File: config.mk
export PLATFORM = sky130hd
export DESIGN_NAME = rpsc_rx_stats
export DESIGN_NICKNAME = d
export VERILOG_FILES = /design/src/include/rpsc_pkg.sv /design/src/logic/rpsc_pkt_counter.sv /design/src/logic/rpsc_sticky_flag.sv /design/src/logic/rpsc_rx_stats.sv
export SDC_FILE = /design/constraint.sdc
export NUM_CORES = 1
export LEC_CHECK = 0
export ABC_CLOCK_PERIOD_IN_PS = 4000
export BUFFER_PORTS_ARGS = -buffer_cell sky130_fd_sc_hd__buf_4
export CORE_ASPECT_RATIO = 1.5
export CORE_UTILIZATION = 45
export CTS_CLUSTER_SIZE = 24
export DETAILED_ROUTE_END_ITERATION = 8
export PLACE_DENSITY_LB_ADDON = 0.25
export RECOVER_POWER = 50
export SLEW_MARGIN = 30
export SYNTH_ARGS = -nofsm -noshare
export SYNTH_HDL_FRONTEND = slang
export SYNTH_SLANG_ARGS = --single-unit
export TNS_END_PERCENT = 1
File: constraint.sdc
create_clock -name i_clk -period 4 [get_ports i_clk]
set_input_delay 0.8 -clock i_clk [delete_from_list [all_inputs] [get_ports i_clk]]
set_output_delay 0.8 -clock i_clk [all_outputs]
set_load 0.03 [all_outputs]
File: src/include/rpsc_pkg.sv
// Purpose: Shared constants of the receive packet statistics block.
// Assumes: Register byte address is four times the register index.
// Notes:   Bit positions are shared by the live, latched and enable registers.
`default_nettype none

package rpsc_pkg;

    // ----------------------------------------------------------------
    // Widths
    // ----------------------------------------------------------------
    localparam int CNT_W  = 24;
    localparam int BYTE_W = 8;
    localparam int DATA_W = 32;
    localparam int ADDR_W = 12;
    localparam int IDX_W  = 10;
    localparam int PKT_LEN_W = 16;
    localparam int FLAG_N = 4;

    // ----------------------------------------------------------------
    // Register indices (byte address = index * 4)
    // ----------------------------------------------------------------
    localparam logic [IDX_W-1:0] IDX_LIVE_STATUS = 10'h104;
    localparam logic [IDX_W-1:0] IDX_LATCHED     = 10'h105;
    localparam logic [IDX_W-1:0] IDX_IRQ_EN      = 10'h106;
    localparam logic [IDX_W-1:0] IDX_PKT_B0      = 10'h108;
    localparam logic [IDX_W-1:0] IDX_PKT_B1      = 10'h109;
    localparam logic [IDX_W-1:0] IDX_PKT_B2      = 10'h10a;
    localparam logic [IDX_W-1:0] IDX_CRC_B0      = 10'h10c;
    localparam logic [IDX_W-1:0] IDX_CRC_B1      = 10'h10d;
    localparam logic [IDX_W-1:0] IDX_CRC_B2      = 10'h10e;
    localparam logic [IDX_W-1:0] IDX_ABT_B0      = 10'h110;
    localparam logic [IDX_W-1:0] IDX_ABT_B1      = 10'h111;
    localparam logic [IDX_W-1:0] IDX_ABT_B2      = 10'h112;

    // ----------------------------------------------------------------
    // Field positions in the status, latched and enable registers
    // ----------------------------------------------------------------
    localparam int BIT_SIZEVIOL = 0;
    localparam int BIT_ABORT    = 1;
    localparam int BIT_CRCERR   = 2;
    localparam int BIT_OVERSIZE = 3;

    // ----------------------------------------------------------------
    // Reset values and the counter increment
    // ----------------------------------------------------------------
    localparam logic [CNT_W-1:0]  CNT_RESET    = 24'h000000;
    localparam logic [FLAG_N-1:0] IRQ_EN_RESET = 4'h0;
    localparam logic [DATA_W-1:0] RDATA_RESET  = 32'h00000000;
    localparam logic [CNT_W-1:0]  CNT_ONE      = 24'h000001;

endpackage : rpsc_pkg

`default_nettype wire

File: src/logic/rpsc_pkt_counter.sv
// Purpose: One 24-bit packet counter that only hardware advances.
// Assumes: Increment is a one-cycle pulse on the same clock.
// Notes:   The counter wraps past its top value; software cannot write it.
`default_nettype none

module rpsc_pkt_counter
    import rpsc_pkg::*;
(
    // Clock, reset and enable.
    input  wire logic             i_clk,
    input  wire logic             i_sys_rst,
    input  wire logic             i_ce,
    // Count event and value.
    input  wire logic             i_inc,
    output logic      [CNT_W-1:0] o_count,
    output logic                  o_nonzero
);

    typedef struct packed {
        logic [CNT_W-1:0] count;
    } rpsc_cnt_state_type;

    rpsc_cnt_state_type state_reg;
    rpsc_cnt_state_type state_next;

    // ----------------------------------------------------------------
    // Next state: exactly one step per qualifying event.
    // ----------------------------------------------------------------
    always_comb begin
        state_next = state_reg;
        if (i_inc) begin
            state_next.count = state_reg.count + CNT_ONE;
        end
    end

    // Registered state; clock enable low freezes the count.
    always_ff @(posedge i_clk) begin
        if (i_sys_rst) begin
            state_reg.count <= CNT_RESET;
        end else if (i_ce) begin
            state_reg <= state_next;
        end
    end

    // Value and its nonzero status.
    assign o_count   = state_reg.count;
    assign o_nonzero = (state_reg.count != CNT_RESET);

endmodule : rpsc_pkt_counter

`default_nettype wire

File: src/logic/rpsc_sticky_flag.sv
// Purpose: One sticky status flag, set by hardware and cleared by software.
// Assumes: Set and clear are one-cycle pulses on the same clock.
// Notes:   A set in the clear cycle wins, so no event is ever lost.
`default_nettype none

module rpsc_sticky_flag (
    // Clock, reset and enable.
    input  wire logic i_clk,
    input  wire logic i_sys_rst,
    input  wire logic i_ce,
    // Set and clear strobes.
    input  wire logic i_set,
    input  wire logic i_clear,
    output logic      o_flag
);

    typedef struct packed {
        logic flag;
    } rpsc_flag_state_type;

    rpsc_flag_state_type state_reg;
    rpsc_flag_state_type state_next;

    // ----------------------------------------------------------------
    // Set has priority over clear.
    // ----------------------------------------------------------------
    always_comb begin
        state_next = state_reg;
        if (i_set) begin
            state_next.flag = 1'b1;
        end else if (i_clear) begin
            state_next.flag = 1'b0;
        end
    end

    // Registered state.
    always_ff @(posedge i_clk) begin
        if (i_sys_rst) begin
            state_reg.flag <= 1'b0;
        end else if (i_ce) begin
            state_reg <= state_next;
        end
    end

    assign o_flag = state_reg.flag;

endmodule : rpsc_sticky_flag

`default_nettype wire

File: src/logic/rpsc_rx_stats.sv
// Purpose: Receive packet statistics counters, latched count flags and
//          their interrupt enables, behind an Avalon-MM slave.
// Assumes: Packet events come from receive logic on the same clock.
// Notes:   Counter bytes are read one at a time, so a multi-byte read is
//          not atomic; software should re-read if the low byte wrapped.
//
// The Avalon-MM interface to the registers was left to the implementer.
`default_nettype none

module rpsc_rx_stats
    import rpsc_pkg::*;
(
    // Clock, reset and enable.
    input  wire logic                 i_clk,
    input  wire logic                 i_sys_rst,
    input  wire logic                 i_ce,
    // Avalon-MM slave.
    input  wire logic [ADDR_W-1:0]    i_avs_address,
    input  wire logic                 i_avs_read,
    input  wire logic                 i_avs_write,
    input  wire logic [DATA_W-1:0]    i_avs_writedata,
    input  wire logic [3:0]           i_avs_byteenable,
    output logic      [DATA_W-1:0]    o_avs_readdata,
    output logic                      o_avs_waitrequest,
    // Receive packet events.
    input  wire logic                 i_pkt_done,
    input  wire logic                 i_pkt_abort,
    input  wire logic                 i_pkt_crc_err,
    input  wire logic [PKT_LEN_W-1:0] i_pkt_bytes,
    input  wire logic                 i_clear_chan_en,
    input  wire logic                 i_chunk_done,
    // Events from the size checks.
    input  wire logic                 i_oversize_pkt,
    input  wire logic                 i_sizeviol_cnt_nonzero,
    // Aborted byte count update and interrupt.
    output logic                      o_abort_bytes_valid,
    output logic      [PKT_LEN_W-1:0] o_abort_bytes,
    output logic                      o_irq
);

    // ----------------------------------------------------------------
    // State of this module
    // ----------------------------------------------------------------
    typedef struct packed {
        logic                 waitreq;
        logic [DATA_W-1:0]    rdata;
        logic [FLAG_N-1:0]    irq_en;
        logic                 crc_nz_prev;
        logic                 abt_nz_prev;
        logic                 sv_nz_prev;
        logic                 irq;
        logic                 ab_valid;
        logic [PKT_LEN_W-1:0] ab_bytes;
    } rpsc_main_state_type;

    rpsc_main_state_type state_reg;
    rpsc_main_state_type state_next;

    // ----------------------------------------------------------------
    // Helper functions
    // ----------------------------------------------------------------

    // True when the byte address selects the register at this index.
    function automatic logic reg_hit(
        input logic [ADDR_W-1:0] addr,
        input logic [IDX_W-1:0]  idx
    );
        reg_hit = (addr[ADDR_W-1:2] == idx) && (addr[1:0] == 2'h0);
    endfunction : reg_hit

    // Picks one byte of a counter and zero-extends it to the bus width.
    function automatic logic [DATA_W-1:0] cnt_byte(
        input logic [CNT_W-1:0] cnt,
        input int unsigned      sel
    );
        logic [BYTE_W-1:0] b;
        b = cnt[sel*BYTE_W +: BYTE_W];
        cnt_byte = {{(DATA_W-BYTE_W){1'b0}}, b};
    endfunction : cnt_byte

    // Zero-extends a small flag field to the bus width.
    function automatic logic [DATA_W-1:0] flags_word(
        input logic [FLAG_N-1:0] f
    );
        flags_word = {{(DATA_W-FLAG_N){1'b0}}, f};
    endfunction : flags_word

    // ----------------------------------------------------------------
    // Packet qualification
    // ----------------------------------------------------------------
    logic pkt_ok;
    logic good_inc;
    logic crc_inc;
    logic abt_inc;
    logic ab_event;

    // An abort dominates a CRC error; both stay out of the good count.
    // In clear channel mode framing is off, so only chunks are counted.
    always_comb begin
        pkt_ok   = i_pkt_done && !i_pkt_abort && !i_pkt_crc_err;
        if (i_clear_chan_en) begin
            good_inc = i_chunk_done;
        end else begin
            good_inc = pkt_ok;
        end
        crc_inc  = !i_clear_chan_en && i_pkt_done && i_pkt_crc_err && !i_pkt_abort;
        abt_inc  = !i_clear_chan_en && i_pkt_done && i_pkt_abort;
        ab_event = crc_inc || abt_inc;
    end

    // ----------------------------------------------------------------
    // Counters
    // ----------------------------------------------------------------
    logic [CNT_W-1:0] good_cnt;
    logic [CNT_W-1:0] crc_cnt;
    logic [CNT_W-1:0] abt_cnt;
    logic             crc_nz;
    logic             abt_nz;

    // Good packet counter.
    rpsc_pkt_counter u_good_cnt (
        .i_clk     (i_clk),
        .i_sys_rst (i_sys_rst),
        .i_ce      (i_ce),
        .i_inc     (good_inc),
        .o_count   (good_cnt),
        .o_nonzero ()
    );

    // CRC-errored packet counter.
    rpsc_pkt_counter u_crc_cnt (
        .i_clk     (i_clk),
        .i_sys_rst (i_sys_rst),
        .i_ce      (i_ce),
        .i_inc     (crc_inc),
        .o_count   (crc_cnt),
        .o_nonzero (crc_nz)
    );

    // Aborted packet counter.
    rpsc_pkt_counter u_abt_cnt (
        .i_clk     (i_clk),
        .i_sys_rst (i_sys_rst),
        .i_ce      (i_ce),
        .i_inc     (abt_inc),
        .o_count   (abt_cnt),
        .o_nonzero (abt_nz)
    );

    // ----------------------------------------------------------------
    // Bus decode
    // ----------------------------------------------------------------
    logic              req;
    logic              wr_accept;
    logic              lat_wr;
    logic              ie_wr;
    logic [FLAG_N-1:0] lat_clr;

    // A request is accepted on the edge where waitrequest is seen low.
    // Only byte lane 0 carries data, so writes need that lane enabled.
    always_comb begin
        req       = i_avs_read || i_avs_write;
        wr_accept = i_avs_write && !state_reg.waitreq && i_avs_byteenable[0];
        lat_wr    = wr_accept && reg_hit(i_avs_address, IDX_LATCHED);
        ie_wr     = wr_accept && reg_hit(i_avs_address, IDX_IRQ_EN);
        if (lat_wr) begin
            lat_clr = i_avs_writedata[FLAG_N-1:0];
        end else begin
            lat_clr = '0;
        end
    end

    // ----------------------------------------------------------------
    // Latched flags
    // ----------------------------------------------------------------
    logic [FLAG_N-1:0] lat_set;
    logic [FLAG_N-1:0] latched;

    // Count latches fire on the zero-to-one edge of the nonzero status.
    always_comb begin
        lat_set               = '0;
        lat_set[BIT_OVERSIZE] = i_oversize_pkt;
        lat_set[BIT_CRCERR]   = crc_nz && !state_reg.crc_nz_prev;
        lat_set[BIT_ABORT]    = abt_nz && !state_reg.abt_nz_prev;
        lat_set[BIT_SIZEVIOL] = i_sizeviol_cnt_nonzero && !state_reg.sv_nz_prev;
    end

    // Write-one-to-clear flags; a set in the same cycle still wins.
    for (genvar g = 0; g < FLAG_N; g++) begin : g_latch
        rpsc_sticky_flag u_flag (
            .i_clk     (i_clk),
            .i_sys_rst (i_sys_rst),
            .i_ce      (i_ce),
            .i_set     (lat_set[g]),
            .i_clear   (lat_clr[g]),
            .o_flag    (latched[g])
        );
    end

    // ----------------------------------------------------------------
    // Read multiplexer
    // ----------------------------------------------------------------
    logic [DATA_W-1:0] rd_mux;
    logic [FLAG_N-1:0] live;

    // Unmapped addresses read as zero; counter bytes sit in bits 7:0.
    always_comb begin
        live               = '0;
        live[BIT_CRCERR]   = crc_nz;
        live[BIT_ABORT]    = abt_nz;
        live[BIT_SIZEVIOL] = i_sizeviol_cnt_nonzero;
        rd_mux             = RDATA_RESET;
        if (reg_hit(i_avs_address, IDX_LIVE_STATUS)) begin
            rd_mux = flags_word(live);
        end else if (reg_hit(i_avs_address, IDX_LATCHED)) begin
            rd_mux = flags_word(latched);
        end else if (reg_hit(i_avs_address, IDX_IRQ_EN)) begin
            rd_mux = flags_word(state_reg.irq_en);
        end else if (reg_hit(i_avs_address, IDX_PKT_B0)) begin
            rd_mux = cnt_byte(good_cnt, 0);
        end else if (reg_hit(i_avs_address, IDX_PKT_B1)) begin
            rd_mux = cnt_byte(good_cnt, 1);
        end else if (reg_hit(i_avs_address, IDX_PKT_B2)) begin
            rd_mux = cnt_byte(good_cnt, 2);
        end else if (reg_hit(i_avs_address, IDX_CRC_B0)) begin
            rd_mux = cnt_byte(crc_cnt, 0);
        end else if (reg_hit(i_avs_address, IDX_CRC_B1)) begin
            rd_mux = cnt_byte(crc_cnt, 1);
        end else if (reg_hit(i_avs_address, IDX_CRC_B2)) begin
            rd_mux = cnt_byte(crc_cnt, 2);
        end else if (reg_hit(i_avs_address, IDX_ABT_B0)) begin
            rd_mux = cnt_byte(abt_cnt, 0);
        end else if (reg_hit(i_avs_address, IDX_ABT_B1)) begin
            rd_mux = cnt_byte(abt_cnt, 1);
        end else if (reg_hit(i_avs_address, IDX_ABT_B2)) begin
            rd_mux = cnt_byte(abt_cnt, 2);
        end
    end

    // ----------------------------------------------------------------
    // Next state
    // ----------------------------------------------------------------
    logic [FLAG_N-1:0] irq_src;

    always_comb begin
        state_next = state_reg;

        // One wait cycle: drop waitrequest for a single cycle per request.
        // Read data is captured with it so it stands at the accept edge.
        if (state_reg.waitreq && req) begin
            state_next.waitreq = 1'b0;
            state_next.rdata   = rd_mux;
        end else begin
            state_next.waitreq = 1'b1;
        end

        // Enables are the only state loaded by a write; latched flags clear by write-one, counter bytes ignore writes.
        if (ie_wr) begin
            state_next.irq_en = i_avs_writedata[FLAG_N-1:0];
        end

        // Remember the nonzero levels for edge detection.
        state_next.crc_nz_prev = crc_nz;
        state_next.abt_nz_prev = abt_nz;
        state_next.sv_nz_prev  = i_sizeviol_cnt_nonzero;

        // Each latch reaches the interrupt only through its own enable.
        irq_src               = '0;
        irq_src[BIT_OVERSIZE] = latched[BIT_OVERSIZE] && state_reg.irq_en[BIT_OVERSIZE];
        irq_src[BIT_CRCERR]   = latched[BIT_CRCERR] && state_reg.irq_en[BIT_CRCERR];
        irq_src[BIT_ABORT]    = latched[BIT_ABORT] && state_reg.irq_en[BIT_ABORT];
        irq_src[BIT_SIZEVIOL] = latched[BIT_SIZEVIOL] && state_reg.irq_en[BIT_SIZEVIOL];
        state_next.irq        = |irq_src;

        // Byte count of errored or aborted packets, one pulse per packet.
        state_next.ab_valid = ab_event;
        if (ab_event) begin
            state_next.ab_bytes = i_pkt_bytes;
        end
    end

    // ----------------------------------------------------------------
    // Registered state
    // ----------------------------------------------------------------
    always_ff @(posedge i_clk) begin
        if (i_sys_rst) begin
            state_reg.waitreq     <= 1'b1;
            state_reg.rdata       <= RDATA_RESET;
            state_reg.irq_en      <= IRQ_EN_RESET;
            state_reg.crc_nz_prev <= 1'b0;
            state_reg.abt_nz_prev <= 1'b0;
            state_reg.sv_nz_prev  <= 1'b0;
            state_reg.irq         <= 1'b0;
            state_reg.ab_valid    <= 1'b0;
            state_reg.ab_bytes    <= '0;
        end else if (i_ce) begin
            state_reg <= state_next;
        end
    end

    // ----------------------------------------------------------------
    // Outputs, all straight from flip-flops
    // ----------------------------------------------------------------
    assign o_avs_readdata      = state_reg.rdata;
    assign o_avs_waitrequest   = state_reg.waitreq;
    assign o_irq               = state_reg.irq;
    assign o_abort_bytes_valid = state_reg.ab_valid;
    assign o_abort_bytes       = state_reg.ab_bytes;

endmodule : rpsc_rx_stats

`default_nettype wire

* Word level (Yosys, flattened, before mapping) *
Cells that the tools add are included.
Widths: inputs -> output; s select.

word-level totals
  bits in registers = 134
  input bits = 76
  output and inout bits = 51
  word-level logic and storage cells = 111

operators by class
  add/sub/neg operators = 3
  equality and inequality tests = 12
  multiplexer cells = 23
  reductions and logical operators = 57

operators with widths
  cell                   count
  $eq 10x9->1 const B    12
  $mux 8                 12
  $add 24x1->24 const B  3
  $reduce_bool 24->1     2
  $logic_and 1x1->1      30
  $reduce_and 2->1       10
  $mux 1                 10
  $reduce_bool 2->1      4
  $logic_not 1->1        7
  $mux 4                 1
  $reduce_or 4->1        1
  $logic_not 2->1        1
  $logic_or 1x1->1       2

* Depth between registers and ports, before layout *
  depth in word-level cells = 14
  depth in mapped cells = 8
  gate-level depth less buffers = 8

* Cells and area by module *
From an unflattened synthesis, not the netlist that was laid out.

second synthesis, totals
  cells, all modules = 828
  area, all modules = 6,775.2 um^2

modules (own cells, without submodules)
  module            times used  cells each  area each (um^2)  sequential area each (um^2)
  rpsc_pkt_counter  3           144         1,224.9           480.5
  rpsc_rx_stats     1           380         2,930.3           680.7
  rpsc_sticky_flag  4           4           42.5              20.0

* Least setup slack after synthesis *
Ideal clock, no wire load.

  path type = input port to flip-flop
  from = in i_avs_address[7]
  to = reg state_reg (netlist bit o_avs_readdata[3])
  setup time = 0.132 ns
  arrival time = 2.334 ns
  required time = 3.868 ns
  slack = 1.534 ns
  cell stages on the path = 8
  buffers on the path = 2
  path through = or4_1 buf_2 or3_1 buf_2 o21a_1 o22ai_1 a221o_1 a21oi_1

between the ends
  longest elaborated chain between the ends = 14
  elaborated cells on any way between the ends = 36
  those cells by class = eq/ne: 12; mux: 12; reduce/logical: 12

RTL lines
  item                  RTL line              source
  start, declared       rpsc_rx_stats.sv:18   input wire logic [ADDR_W-1:0] i_avs_address,
  $eq 10x9->1           rpsc_rx_stats.sv:68   reg_hit = (addr[ADDR_W-1:2] == idx) && (addr[1:0] == 2'h0);
  $logic_and 1x1->1     rpsc_rx_stats.sv:68
  $mux 8                rpsc_rx_stats.sv:235  end else if (reg_hit(i_avs_address, IDX_ABT_B2)) begin
  $mux 8                rpsc_rx_stats.sv:233  end else if (reg_hit(i_avs_address, IDX_ABT_B1)) begin
  $mux 8                rpsc_rx_stats.sv:231  end else if (reg_hit(i_avs_address, IDX_ABT_B0)) begin
  $mux 8                rpsc_rx_stats.sv:229  end else if (reg_hit(i_avs_address, IDX_CRC_B2)) begin
  $mux 8                rpsc_rx_stats.sv:227  end else if (reg_hit(i_avs_address, IDX_CRC_B1)) begin
  $mux 8                rpsc_rx_stats.sv:225  end else if (reg_hit(i_avs_address, IDX_CRC_B0)) begin
  $mux 8                rpsc_rx_stats.sv:223  end else if (reg_hit(i_avs_address, IDX_PKT_B2)) begin
  $mux 8                rpsc_rx_stats.sv:221  end else if (reg_hit(i_avs_address, IDX_PKT_B1)) begin
  $mux 8                rpsc_rx_stats.sv:219  end else if (reg_hit(i_avs_address, IDX_PKT_B0)) begin
  $mux 8                rpsc_rx_stats.sv:217  end else if (reg_hit(i_avs_address, IDX_IRQ_EN)) begin
  $mux 8                rpsc_rx_stats.sv:215  end else if (reg_hit(i_avs_address, IDX_LATCHED)) begin
  $mux 8 (*)            rpsc_rx_stats.sv:213  if (reg_hit(i_avs_address, IDX_LIVE_STATUS)) begin
  end signal, assigned  rpsc_rx_stats.sv:297  state_reg <= state_next;
  end, declared         rpsc_rx_stats.sv:56   rpsc_main_state_type state_reg;

Mark *: on every way between the ends. The rest lies on a longest branch, timed or not.
A chain may end at the register's enable or synchronous reset.

* Worst setup path in the final report *
  from = in i_ce
  to = reg u_good_cnt.state_reg (netlist bit u_good_cnt.o_count[23])

between the ends
  longest elaborated chain between the ends = 1

RTL lines
  item                               RTL line                source
  start, declared                    rpsc_rx_stats.sv:16     input wire logic i_ce,
  $reduce_and 2->1 (no source line)  --
  end signal, assigned               rpsc_pkt_counter.sv:41  state_reg <= state_next;
  end, declared                      rpsc_pkt_counter.sv:23  rpsc_cnt_state_type state_reg;

No other way between the ends.

==> results.toml <==
[outcome]
outcome = "finished clean"

[global_routing]
grt_pass1_vias = 5188
grt_pass1_wl_um = 25600
grt_overflow = 0
antenna_found_initial = 0
track_usage_pct = 22.6
grt_max_degree = 62

[clock_network]
cts_tree = "yes"
cts-root-buf = "clkbuf_16"
numCtsBuffers = 9
cts_buffer_depth = 2
hold_buffers = 0
clock-sinks = 110
clk_pin_slew_ns = 0.08
htree_levels = 3
insertion_delay_ns = 0.35
postCtsSetupBuffers = 0
cts_resized = 0

[critical_path]
crit_fanout = 15
ff2ff_path_depth = 6
start_kind = "input port"
critPathArrivalTime_ns = 3.01
timing.rr.end = "u_crc_cnt.o_count[22]"
critical_path_required_ns = 4.22
r2r_start = "u_crc_cnt.o_count[3]"
crit_path_end_kind = "flop"
ff2ff_setup_slack_ns = 1.82
worst-setup-path-type = "input port to flop"

[timing]
finalSetupTns_ns = 0
finClkSkew_ns = 0.00571
worst_slew_pin_slew_ns = 1.02
rsz0062_at_grt = "no"
drv_slew = 0
fmax_mhz = 357
relSlewSlack_pct = 31.6
setup_viol = 0
hold_viol_final = 0
fin_crit_sh_pct = 69.9
finalCriticalPeriod_ns = 2.80
hold_slack_ns = 0.458

[yosys]
yosys.area_share.xor_xnor_pct = 8.55
synth_cells = 760
async_reset_ff_share_pct = 0
yosys.area_share.simple_pct = 28.4
synth-seq-cells = 110
synth_cell_type_count = 68
synth_fa_ha_area_share_pct = 1.03
synthMuxAreaShare_pct = 2.19
ys.flop_type = "dfxtp_1"
syn_area_per_cell_um2 = 7.96
yosysSeqAreaShare_pct = 36.4
synth_edf_count = 0
synthesis.area_mm2 = 0.00605
synth_top_family_by_area = "simple AND/OR/NAND/NOR gates"
yosys_warnings = 0
synth_compound_area_share_pct = 14.2

[finish]
num-fill-cells = 1266
syn_to_final_growth_pct = 9.62
ff_latch_area_mm2 = 0.00220
antennaDiodeCount = 0
fin_area_mm2 = 0.00663
multi_input_area_mm2 = 0.00337
nets = 871
drive_above_1_share_pct = 10.4
final-instance-count-excl-fill = 954

[power_and_ir_drop]
clockPowerShare_pct = 43.2
p_leak_uw = 0.00232
ir_worst_vdd_mv = 0.183
seqPwrFrac_pct = 48.2
total_power_uw = 2320
power_density_mw_per_mm2 = 350
intPower_uw = 1730
switching_share_pct = 25.4
comb_power_share_pct = 8.5
p_switching_uw = 589

[route]
dr.pass1.iters = 6
routed_wl_um = 16000
vias = 5436
routedWlPerCell_um = 16.7
avgViaCountPerCell = 5.70
drt_iter0_drc = 355
final_antenna_net_count = 0
drc = 0

[min_path]
hp-class = "flop to flop"
whs_endpoint = "o_abort_bytes[13]"
worstHoldPathCells = 2
min_from = "o_abort_bytes[13]"

[floorplanning]
core_mm2 = 0.0130
dieArea_mm2 = 0.0139
rows = 51
initial_core_util_pct = 46.5
ioPinCount = 127
die_w_um = 96.7
die_height_um = 144

[placed_design]
dp.cells = 938
io_buffers = 71
dpl_cell_area_mm2 = 0.00641
routabilityCongestion = 0.946
place_hpwl_um = 11800

[flow_run]
cap_violations = 0
==> layout by cell type (no fill, tap or decap), types with 18 or more instances in the layout <==
master	Yosys	routed
dfxtp_1	110	110
nor2_1	96	96
nand2_1	94	94
a21oi_1	55	56
buf_4	49	47
xor2_1	41	41
nand3_1	32	32
clkbuf_1	22	28
o21ai_0	24	24
conb_1	1	24
nand4_1	22	22
inv_1	18	18
xnor2_1	18	18
==> per-stage QoR <==
stage / setup slack, ns / util (%)
2_1_floorplan: 1.53 / -
3_3_place_gp: 0.983 / 49.2
3_5_place_dp: 0.977 / 49.2
4_1_cts: 1.35 / 51.8
5_1_grt: 0.939 / 50.9
6_report: 1.20 / 50.9
==> Yosys cell counts, drive strengths merged, types with 3 or more instances <==
cell type / number / area (um2)
mux2i: 11 / 110
xnor2: 18 / 158
nor2b: 11 / 76.3
o22ai: 8 / 50.1
a32oi: 3 / 26.3
a22oi: 7 / 52.6
clkbuf: 22 / 82.6
o32ai: 4 / 35.0
nor4: 14 / 130
nand4: 22 / 138
or3: 16 / 100
a311oi: 3 / 26.3
inv: 18 / 67.6
nand2: 95 / 359
nor4b: 3 / 41.3
and2: 4 / 25.0
a21oi: 56 / 284
xor2: 41 / 359
nor2: 97 / 367
ha: 5 / 62.6
buf: 57 / 407
nand2b: 4 / 25.0
and3: 11 / 68.8
nand3: 35 / 190
dfxtp: 110 / 2200
o21ai: 30 / 154
a211oi: 4 / 35.0
and4: 5 / 43.8
nor3: 15 / 91.3
a2bb2oi: 4 / 35.0
==> final cells by class <==
cell class                 instances  share of cell area (%)
tap                              159                    3.00
clock inverter                     7                    1.60
inverter                          18                    1.02
timing repair buffer              75                    6.91
multi-input combinational        576                    50.8
clock buffer                       9                    3.40
sequential                       110                    33.2
==> cell families (layout without fill, tap and decap cells) <==
logic type / Yosys count / in the layout
simple gates: 339 / 339
compound gates: 136 / 136
flops: 110 / 110
buf+inv: 97 / 109
xor+xnor: 59 / 59
mux: 13 / 13
fa+ha+maj: 5 / 5
other cells: 1 / 24
==> worst max path at each step <==
stage,cells after the start,from,endpoint,slack [ns]
after floorplan,8,i_avs_address[7],o_avs_readdata[3],1.53
after global placement,7,i_avs_address[7],o_avs_readdata[7],0.98
after detailed placement,7,i_avs_address[7],o_avs_readdata[7],0.98
after CTS,7,i_avs_address[7],o_avs_readdata[7],1.35
after global routing,7,i_ce,u_good_cnt.o_count[23],0.94
final,7,i_ce,u_good_cnt.o_count[23],1.20
==> metal layers <==
metal  GRT usage, %  vias to the layer above  wire length [um]
li1               -                     2643                 -
met1           25.4                     2552              6140
met2           42.4                      209              8700
met3           3.33                       32               774
met4           9.19                        0               358
met5              0                        -                 0
==> power by group through the flow <==
stage          clock, uW  sequential (uW)  combinational (uW)
6_report            1000             1120                 198
5_1_grt             1050             1120                 213
4_1_cts             1010             1120                 204
3_5_place_dp           0             1140                 204
3_3_place_gp           0             1140                 201
2_1_floorplan          0             1140                 154
==> critical path, stage by stage <==
cell and delay, ns:
clkbuf_1 0.51, inv_1 0.31, a21oi_1 0.50, and3_1 0.49
nand3_1 0.16, xor2_1 0.17, nor2_1 0.05
Note: power is estimated with default switching activity, not from simulation.
